## config.mk

```make
export PLATFORM = sky130hd
export DESIGN_NAME = biphase_frame_encoder
export DESIGN_NICKNAME = d
export VERILOG_FILES = /design/src/line_coder_pkg.sv /design/src/biphase_frame_encoder.sv
export SDC_FILE = /design/constraint.sdc
export NUM_CORES = 2
export LEC_CHECK = 0
export ABC_AREA = 0
export BUFFER_PORTS_ARGS = -buffer_cell sky130_fd_sc_hd__buf_2
export CAP_MARGIN = 20
export CORE_ASPECT_RATIO = 1.4
export CORE_MARGIN = 2
export CORE_UTILIZATION = 55
export DETAILED_ROUTE_END_ITERATION = 12
export PLACE_DENSITY = 0.75
export RECOVER_POWER = 25
export SYNTH_ARGS = -nofsm -noshare
export SYNTH_HDL_FRONTEND = slang
export SYNTH_SLANG_ARGS = --single-unit
```

## constraint.sdc

```tcl
create_clock -name clk -period 5.4 [get_ports clk]
set_input_delay 0.27 -clock clk [delete_from_list [all_inputs] [get_ports clk]]
set_output_delay 0.27 -clock clk [all_outputs]
set_load 0.1 [all_outputs]
```

## src/line_coder_pkg.sv

```systemverilog
// constants and carrier types for the bi-phase encoder
// What this block does
// - Every frame holds two subframes of 32 slots, each 64 unit intervals long.
// - A frame of 64 slots spans 128 unit intervals, two line states per slot.
// - Slots 0 to 3 of each subframe carry an eight-state preamble.
// - Preamble patterns X, Y, Z are inverted when the previous line state is 1.
// - First preamble state differs from the last state of the parity symbol.
// - First subframe uses X, or Z every 192 frames; second always uses Y.
// - Slots 4 to 27 carry the 24-bit sample, least significant bit first.
// - In 20-bit range the sample fills slots 8 to 27; slots 4 to 7 are auxiliary.
// - Unused low bits of the 20 or 24 bit audio field are sent as zero.
// - Slot 28 carries validity: 0 fit for conversion, 1 not fit.
// - Validity is 1 when buffer enable and channel control are set, or sample flag set.
// - Slot 29 carries the user bit given with the sample.
// - Slot 30 carries one status bit; 192-bit blocks start in the Z frame.
// - Slot 31 parity gives even ones and zeros over slots 4 to 31.
// - Slots 4 to 31 are bi-phase mark coded on the line.
// - Symbol: first state inverts previous; second inverts again only for a 1.
// - Subframes carry two channels, or one channel at double rate.
// - Samples arrive as 32-bit words, 192 per channel per block.
package line_coder_pkg;

    // ----------------------------------------------------------------
    // frame geometry
    // ----------------------------------------------------------------
    localparam int          SLOTS_PER_SUBFRAME = 32;
    localparam int          UI_PER_FRAME       = 128;
    localparam int          FRAMES_PER_BLOCK   = 192;
    localparam logic [6:0]  UI_LAST            = 7'h7f;
    localparam logic [7:0]  FRAME_LAST         = 8'hbf;
    localparam logic [4:0]  SLOT_AUDIO_FIRST   = 5'h04;
    localparam logic [4:0]  SLOT_AUDIO_LAST    = 5'h1b;
    localparam logic [4:0]  SLOT_VALIDITY      = 5'h1c;
    localparam logic [4:0]  SLOT_USER          = 5'h1d;
    localparam logic [4:0]  SLOT_STATUS        = 5'h1e;
    localparam logic [4:0]  SLOT_PARITY        = 5'h1f;

    // preamble patterns for a previous line state of 0, first state in bit 7
    localparam logic [7:0]  PREAMBLE_X         = 8'he2;
    localparam logic [7:0]  PREAMBLE_Y         = 8'he4;
    localparam logic [7:0]  PREAMBLE_Z         = 8'he8;

    // ----------------------------------------------------------------
    // register map (byte addresses)
    // ----------------------------------------------------------------
    localparam int          ADDR_W             = 8;
    localparam logic [7:0]  OFS_CONTROL        = 8'h00;
    localparam logic [7:0]  OFS_STATUS         = 8'h04;
    localparam logic [7:0]  OFS_CS_BASE        = 8'h20;
    localparam int          CS_WORDS_PER_CHAN  = 6;
    localparam int          CS_WORDS           = 12;
    localparam logic [7:0]  OFS_CS_LAST        = 8'h4c;
    localparam logic [4:0]  SOURCE_BITS_RESET  = 5'h18;
    localparam logic [1:0]  RESP_OKAY          = 2'h0;
    localparam logic [1:0]  RESP_SLVERR        = 2'h2;

    // control word: bits 12..8 source bits, 5 range20, 4 double rate,
    // 3 validity b, 2 validity a, 1 status buffer enable, 0 enable
    typedef struct packed {
        logic [4:0] source_bits;
        logic       range_20;
        logic       single_channel_double_rate;
        logic       validity_b;
        logic       validity_a;
        logic       status_buffer_enable;
        logic       enable;
    } transmit_control_word_t;

    // one 32-bit sample word as delivered by the source
    typedef struct packed {
        logic [1:0]  spare_hi;
        logic        user;
        logic        validity;
        logic [3:0]  spare_lo;
        logic [23:0] audio;
    } sample_word_t;

    // sample pair for one frame: channel a goes out first
    typedef struct packed {
        sample_word_t chan_b;
        sample_word_t chan_a;
    } sample_pair_t;

endpackage

```

## src/biphase_frame_encoder.sv

```systemverilog
// bi-phase mark subframe encoder with an AXI4-Lite register slave
`timescale 1ns/10ps
module biphase_frame_encoder
(
    // clock and reset
    input  wire logic                         clk,
    input  wire logic                         reset,
    // AXI4-Lite write address and data
    input  wire logic [line_coder_pkg::ADDR_W-1:0] awaddr,
    input  wire logic                         awvalid,
    output logic                              awready,
    input  wire logic [31:0]                  wdata,
    input  wire logic [3:0]                   wstrb,
    input  wire logic                         wvalid,
    output logic                              wready,
    // AXI4-Lite write response
    output logic [1:0]                        bresp,
    output logic                              bvalid,
    input  wire logic                         bready,
    // AXI4-Lite read address and data
    input  wire logic [line_coder_pkg::ADDR_W-1:0] araddr,
    input  wire logic                         arvalid,
    output logic                              arready,
    output logic [31:0]                       rdata,
    output logic [1:0]                        rresp,
    output logic                              rvalid,
    input  wire logic                         rready,
    // sample stream from the on-chip source
    input  wire line_coder_pkg::sample_pair_t sample_data,
    input  wire logic                         sample_valid,
    output logic                              sample_ready,
    // serial line
    output logic                              line_out
);
    import line_coder_pkg::*;

    // ----------------------------------------------------------------
    // state
    // ----------------------------------------------------------------
    typedef struct packed {
        logic                          awready;
        logic                          wready;
        logic                          bvalid;
        logic [1:0]                    bresp;
        logic                          aw_got;
        logic                          w_got;
        logic [ADDR_W-1:0]             waddr;
        logic [31:0]                   wdata;
        logic [3:0]                    wstrb;
        logic                          arready;
        logic                          rvalid;
        logic [1:0]                    rresp;
        logic [31:0]                   rdata;
        transmit_control_word_t        ctrl;
        logic                          underrun;
        logic [CS_WORDS-1:0][31:0]     cs;
        sample_pair_t                  pending;
        logic                          pending_full;
        logic                          sample_ready;
        sample_pair_t                  work;
        logic                          running;
        logic [6:0]                    ui;
        logic [7:0]                    frame;
        logic                          line;
        logic                          pre_level;
        logic                          parity;
    } state_t;

    state_t s;
    state_t next_s;

    // ----------------------------------------------------------------
    // helpers
    // ----------------------------------------------------------------
    // merge write data into an old word under byte strobes
    function automatic logic [31:0] merge_bytes(input logic [31:0] old,
                                                input logic [31:0] data,
                                                input logic [3:0]  strb);
        logic [31:0] r;
        r = old;
        for (int i = 0; i < 4; i++)
        begin
            if (strb[i])
                r[i*8 +: 8] = data[i*8 +: 8];
        end
        return r;
    endfunction

    // audio field with unused low bits cleared
    function automatic logic [23:0] audio_field(input logic [23:0] audio,
                                                input logic        range_20,
                                                input logic [4:0]  source_bits);
        logic [4:0]  width;
        logic [4:0]  zeros;
        logic [23:0] mask;
        width = range_20 ? 5'h14 : 5'h18;
        zeros = (source_bits >= width) ? 5'h00 : 5'(width - source_bits);
        mask  = ~((24'h000001 << zeros) - 24'h000001);
        // in 20-bit range the field starts at bit 4; aux bits pass untouched
        if (range_20)
            mask = {mask[19:0], 4'hf};
        return audio & mask;
    endfunction

    // register read decode
    function automatic logic [32:0] read_reg(input state_t st, input logic [ADDR_W-1:0] a);
        logic [32:0] r;
        r = {1'b0, 32'h00000000};
        if (a == OFS_CONTROL)
            r = {1'b0, 19'h00000, st.ctrl.source_bits, 2'h0, st.ctrl[5:0]};
        else if (a == OFS_STATUS)
            r = {1'b0, 15'h0000, st.running, st.frame, 7'h00, st.underrun};
        else if (a >= OFS_CS_BASE && a <= OFS_CS_LAST && a[1:0] == 2'h0)
            r = {1'b0, st.cs[4'(ADDR_W'(a - OFS_CS_BASE) >> 2)]};
        else
            r = {1'b1, 32'h00000000};
        return r;
    endfunction

    // ----------------------------------------------------------------
    // next state
    // ----------------------------------------------------------------
    logic [6:0]   nu;
    logic [4:0]   slot;
    logic         sub_b;
    logic         chan_b;
    sample_word_t word;
    logic [23:0]  field;
    logic         bit_val;
    logic         cs_bit;
    logic         valid_flag;
    logic [7:0]   pattern;
    logic         pre;
    logic [3:0]   cs_idx;
    logic [32:0]  rd;
    logic [31:0]  merged;

    always_comb
    begin
        next_s     = s;
        nu         = 7'(s.ui + 7'h01);
        slot       = nu[5:1];
        sub_b      = nu[6];
        chan_b     = 1'b0;
        word       = '0;
        field      = 24'h000000;
        bit_val    = 1'b0;
        cs_bit     = 1'b0;
        valid_flag = 1'b0;
        pattern    = PREAMBLE_X;
        pre        = 1'b0;
        cs_idx     = 4'h0;
        rd         = read_reg(s, araddr);
        merged     = merge_bytes({19'h00000, s.ctrl.source_bits, 2'h0, s.ctrl[5:0]}, s.wdata, s.wstrb);

        // write address and data are taken in either order
        if (awvalid && s.awready)
        begin
            next_s.aw_got = 1'b1;
            next_s.waddr  = awaddr;
        end
        if (wvalid && s.wready)
        begin
            next_s.w_got = 1'b1;
            next_s.wdata = wdata;
            next_s.wstrb = wstrb;
        end
        if (s.bvalid && bready)
            next_s.bvalid = 1'b0;

        // perform the write once both halves are held
        if (s.aw_got && s.w_got && !s.bvalid)
        begin
            next_s.aw_got = 1'b0;
            next_s.w_got  = 1'b0;
            next_s.bvalid = 1'b1;
            next_s.bresp  = RESP_OKAY;
            if (s.waddr == OFS_CONTROL)
                next_s.ctrl = {merged[12:8], merged[5:0]};
            else if (s.waddr == OFS_STATUS)
            begin
                // write one to clear the underrun flag
                if (s.wstrb[0] && s.wdata[0])
                    next_s.underrun = 1'b0;
            end
            else if (s.waddr >= OFS_CS_BASE && s.waddr <= OFS_CS_LAST && s.waddr[1:0] == 2'h0)
                next_s.cs[4'(ADDR_W'(s.waddr - OFS_CS_BASE) >> 2)] =
                    merge_bytes(s.cs[4'(ADDR_W'(s.waddr - OFS_CS_BASE) >> 2)], s.wdata, s.wstrb);
            else
                next_s.bresp = RESP_SLVERR;
        end
        next_s.awready = !next_s.aw_got && !next_s.bvalid;
        next_s.wready  = !next_s.w_got && !next_s.bvalid;

        // read channel: answer registered one edge after the address
        if (s.rvalid && rready)
            next_s.rvalid = 1'b0;
        if (arvalid && s.arready)
        begin
            next_s.rvalid = 1'b1;
            next_s.rdata  = rd[31:0];
            next_s.rresp  = rd[32] ? RESP_SLVERR : RESP_OKAY;
        end
        next_s.arready = !next_s.rvalid;

        // accept a 64-bit sample pair into the holding slot
        if (sample_valid && s.sample_ready)
        begin
            next_s.pending      = sample_data;
            next_s.pending_full = 1'b1;
        end

        if (!s.ctrl.enable)
        begin
            // idle: block restarts with Z, line state 0
            next_s.running      = 1'b0;
            next_s.ui           = UI_LAST;
            next_s.frame        = 8'h00;
            next_s.line         = 1'b0;
            next_s.pre_level    = 1'b0;
            next_s.parity       = 1'b0;
            next_s.pending_full = 1'b0;
        end
        else
        begin
            // one line state per unit interval, 128 per frame
            next_s.ui = nu;
            if (nu == 7'h00)
            begin
                // frame counter wraps every 192 frames
                if (s.running)
                    next_s.frame = (s.frame == FRAME_LAST) ? 8'h00 : 8'(s.frame + 8'h01);
                next_s.running = 1'b1;
                // load the pair at the frame boundary
                if (next_s.pending_full)
                begin
                    next_s.work         = next_s.pending;
                    next_s.pending_full = 1'b0;
                end
                else
                begin
                    // no sample ready: send silence marked not valid
                    next_s.work                = '0;
                    next_s.work.chan_a.validity = 1'b1;
                    next_s.work.chan_b.validity = 1'b1;
                    next_s.underrun            = 1'b1;
                end
            end

            // double-rate mode uses channel a controls for both subframes
            chan_b = sub_b && !s.ctrl.single_channel_double_rate;
            word   = sub_b ? next_s.work.chan_b : next_s.work.chan_a;
            // place and trim the audio field
            field  = audio_field(word.audio, s.ctrl.range_20, s.ctrl.source_bits);
            // validity from buffer control or the sample flag
            valid_flag = word.validity ||
                         (s.ctrl.status_buffer_enable && (chan_b ? s.ctrl.validity_b : s.ctrl.validity_a));
            // one status bit per subframe, bit 0 in the Z frame
            cs_idx = 4'((chan_b ? CS_WORDS_PER_CHAN : 0) + int'(next_s.frame[7:5]));
            cs_bit = s.cs[cs_idx][next_s.frame[4:0]];

            // data bit for the slot being started
            if (slot >= SLOT_AUDIO_FIRST && slot <= SLOT_AUDIO_LAST)
                bit_val = field[5'(slot - SLOT_AUDIO_FIRST)];
            else if (slot == SLOT_VALIDITY)
                bit_val = valid_flag;
            else if (slot == SLOT_USER)
                bit_val = word.user;
            else if (slot == SLOT_STATUS)
                bit_val = cs_bit;
            else
                bit_val = s.parity;

            // running parity over slots 4 to 30
            if (!nu[0])
            begin
                if (slot == SLOT_AUDIO_FIRST)
                    next_s.parity = bit_val;
                else if (slot > SLOT_AUDIO_FIRST && slot < SLOT_PARITY)
                    next_s.parity = s.parity ^ bit_val;
            end

            if (slot < SLOT_AUDIO_FIRST)
            begin
                // X or Z on subframe one, Y on subframe two
                if (sub_b)
                    pattern = PREAMBLE_Y;
                else if (next_s.frame == 8'h00)
                    pattern = PREAMBLE_Z;
                else
                    pattern = PREAMBLE_X;
                // capture the parity symbol's last state at the boundary
                pre = (nu[2:0] == 3'h0) ? s.line : s.pre_level;
                if (nu[2:0] == 3'h0)
                    next_s.pre_level = s.line;
                // eight states, inverted after a high line
                next_s.line = pattern[3'(3'h7 - nu[2:0])] ^ pre;
            end
            else if (!nu[0])
                next_s.line = !s.line;
            else
                // mid-symbol toggle only for a one
                next_s.line = bit_val ? !s.line : s.line;
        end
        // ready with the enable so that frame 0 can carry a pair
        next_s.sample_ready = !next_s.pending_full && next_s.ctrl.enable;
    end

    // ----------------------------------------------------------------
    // registers
    // ----------------------------------------------------------------
    always_ff @(posedge clk)
    begin
        if (reset)
        begin
            // reset: frame zero, line 0, idle
            s                  <= '0;
            s.ui               <= UI_LAST;
            s.ctrl.source_bits <= SOURCE_BITS_RESET;
        end
        else
            s <= next_s;
    end

    // outputs straight from flip-flops
    assign awready      = s.awready;
    assign wready       = s.wready;
    assign bvalid       = s.bvalid;
    assign bresp        = s.bresp;
    assign arready      = s.arready;
    assign rvalid       = s.rvalid;
    assign rdata        = s.rdata;
    assign rresp        = s.rresp;
    assign sample_ready = s.sample_ready;
    assign line_out     = s.line;

endmodule

```

==> implementation parameters <==
Parameter                              Value

Run status
  Outcome ... finished, violations left
  Violated checks ... capacitance limit, slew limit

Global route
  Maximum number of pins on one net before global-route repair ... 177
  Via count of the first global-routing pass ... 33900
  Total overflow reported by the global router ... 0
  Antenna violations before repair ... 15
  Global-route wire length before repair ... 215000 um
  Global Route Usage Sum ... 44.2%

Timing
  Fmax ... 0.189 GHz
  Max-Slew Margin vs Limit ... -144%
  Period minus WS final ... 5.29 ns
  Min Hold Slack ... 0.126 ns
  Crit share post-route ... 98.0%
  Setup clock skew after layout ... 0.0221 ns
  Fin. max-slew vios ... 356
  Count of endpoints failing setup in the final report ... 0
  Hold Fails Final Rpt ... 0
  Actual slew at the worst max-slew pin ... 3.67 ns
  Total Negative Setup Slacks ... 0 ns
  Unrepaired setup endpoints after global routing ... true

Final layout
  Area delta synth->final ... 14.7%
  Most used cells in the layout excluding fill and tap cells ... nand2_1, dfxtp_1, a21oi_1
  Area of the multi-input gates ... 20700 um2
  Count of non-filler cells in the finished layout ... 5245
  Area used by sequential logic in the layout ... 12100 um2
  Ratio of cells with drive above 1 in the final layout ... 16.9%
  Post-layout instance area ... 39500 um2
  # nets final ... 4496
  Most common library cell in the layout ignoring fill and taps ... nand2_1
  Total of fill cells in the finished design ... 5154

Routing
  Vias per inst ... 6.79
  Final WL ... 146000 um
  Routed wire per std cell ... 27.9 um
  Number of nets with antenna violations after routing ... 0
  Starting DRC count in detailed routing ... 4913
  Final routed DRC violation total ... 0
  Detailed-router iteration count before antenna repair ... 6
  Via count ... 35600

Place
  GPL Wtd Cong ... 1.07
  Number of placed cells counting well taps ... 5000
  Final HPWL DP ... 97500 um
  Area after detailed placement ... 36100 um2
  Number of port buffers ... 152

Synthesis
  Yosys Warn Count ... 0
  Post-synth EDFFs ... 0
  Proportion of synthesized chip area in sequential cells ... 35.2%
  Number of unique standard cell types used by synthesis ... 98
  Post-synthesis sequential element count ... 606
  Post-synthesis cell area ... 34400 um2
  Most used flip-flop cell after synthesis ... dfxtp_1
  Number of cells produced by synthesis ... 4260
  Post-synthesis average cell area ... 8.08 um2
  Fraction of registers with async set or reset after synthesis ... 0%

Hold path
  Source of the worst hold timing path ... awvalid
  Worst min-delay path category ... in2reg
  Number of cells on the worst hold path ... 4

Clock network
  Clock latency reported for the late side of the worst-skew pair ... 0.65 ns
  Root buffer cell ... clkbuf_16
  Worst-path clk slew ... 0.07 ns
  H-tree level count ... 2
  CTS Sinks ... 606
  Maximum number of buffers from clock root to sink ... 3
  TritonCTS Buffers ... 60
  Clock tree from TritonCTS ... built

Worst setup path
  Worst Setup SP ... s[12]
  Longest individual stage delay on the worst path ... 0.67 ns
  Critical path fanouts, max ... 7
  CP startpoint kind ... flop
  Kind of critical path ... reg2reg
  Worst reg-to-reg path cell count ... 23
  Req. time, crit path ... 5.94 ns
  Critical Path Most Common Cell ... ha_4
  Slowest cell on the critical path ... fa_2
  Reg2Reg Launch Point ... s[12]
  Crit path capture type ... flop
  Endpoint arrival time on the critical path ... 5.83 ns
  Critical path, cell by cell ... ha_4 > ha_4 > buf_4 > inv_2 > o2111a_1 > o211a_1 > nand2_2 > nor3_2 > mux2i_1 > inv_1 > ha_4 > fa_2 > nand2_2 > buf_6 > buf_8 > o22ai_2 > or4_4 > o21ai_2 > or4_1 > and4bb_1 > a2111oi_4 > o2111ai_2 > mux2_4

Flow run
  Number of maximum-capacitance constraint violations ... 9

Floorplan
  Total die area ... 64700 um2
  Number of top-level pins ... 167
  Area of the placeable core ... 62000 um2
  Die height ... 300 um
  Horiz. Die Dim ... 215 um
  Initial Utilization ... 55.5%
  Number of cell rows ... 108

Power
  Maximum ir drop on the vdd rail ... 0.245 mV
  Leakage dissipation ... 13.0 nW
  Pwr per Cell Area ... 241 nW/um2
## through the flow
| stage | util [%] | total power [mW] | setup slack, ns |
|---|---|---|---|
| floorplan | - | 4.97 | 0.00860 |
| global placement | 58.2 | 5.13 | -0.137 |
| global route | 63.6 | 9.70 | -0.132 |
| finish | 63.7 | 9.52 | 0.110 |
| CTS | 63.4 | 9.49 | 0.0515 |
| detailed placement | 58.3 | 5.13 | -0.204 |
## synthesized netlist by cell type (23+ instances only)
master	number	share of area (%)
mux2i_1	140	4.1
nand2_1	1161	13
nor4_1	25	0.45
mux4_2	206	13
buf_1	51	0.56
buf_4	43	0.94
or3_1	25	0.45
a211oi_1	44	0.96
o22ai_1	67	1.2
inv_1	40	0.44
a311oi_1	48	1.2
o21ai_0	111	1.6
mux2_2	36	1.2
clkbuf_1	304	3.3
nor2_1	229	2.5
nand3_1	98	1.4
nor3_1	51	0.74
dfxtp_1	606	35
a21oi_1	581	8.4
a22oi_1	23	0.50
## worst max-delay path: cells and delay by family, from the launching register on
kind	cells	cell delay, ns
simple gates	6	1.28
compound gates	6	1.16
flops	1	0.34
mux	2	0.60
fa+ha+maj	4	1.21
buf+inv	5	0.55
## repair_timing
item / in CTS / in global routing
hold buffers: 98 / 0
pin swaps: 8 / 22
setup buffers: 15 / 8
setup endpoints to repair: 2 / 2
endpoints found under the hold margin: 130 / 0
gates resized for setup: 17 / 40
## final cells by class
cell class | instances | share of cell area [%]
multi-input combinational | 3189 | 52.3
sequential | 606 | 30.7
timing repair buffer | 459 | 8.70
clock buffer | 84 | 4.31
tap | 825 | 2.61
clock inverter | 28 | 0.824
inverter | 42 | 0.415
antenna | 12 | 0.0760
## worst paths after layout
path              endpoint  slack (ns)
setup / recovery      s[0]        0.11
hold / removal      s[617]        0.13
setup reg to reg      s[0]        0.11
hold reg to reg     wready        0.45
## power breakdown
| part | internal, mW | switching [mW] |
|---|---|---|
| clock | 2.49 | 1.92 |
| combinational | 0.188 | 0.373 |
| sequential | 4.49 | 0.0592 |
| total | 7.17 | 2.35 |
## cell families after synthesis
family / share of synthesized area, %
adders and majority gates: 0.530
and+or+nand+nor: 20.5
xor gates and xnor gates: 0.407
buffers and inverters: 5.75
AOI/OAI and AO/OA: 18.8
DFF: 35.2
other: 0.0109
muxes: 18.8
## per-layer routing
metal	routed length [um]	vias up	global-route usage (%)
li1	-	15400	-
met1	48900	16700	49.7
met2	64600	2597	69.1
met3	17000	914	12.0
met4	15800	12	39.3
met5	75	-	0
Power figures use the tool's default switching activity.
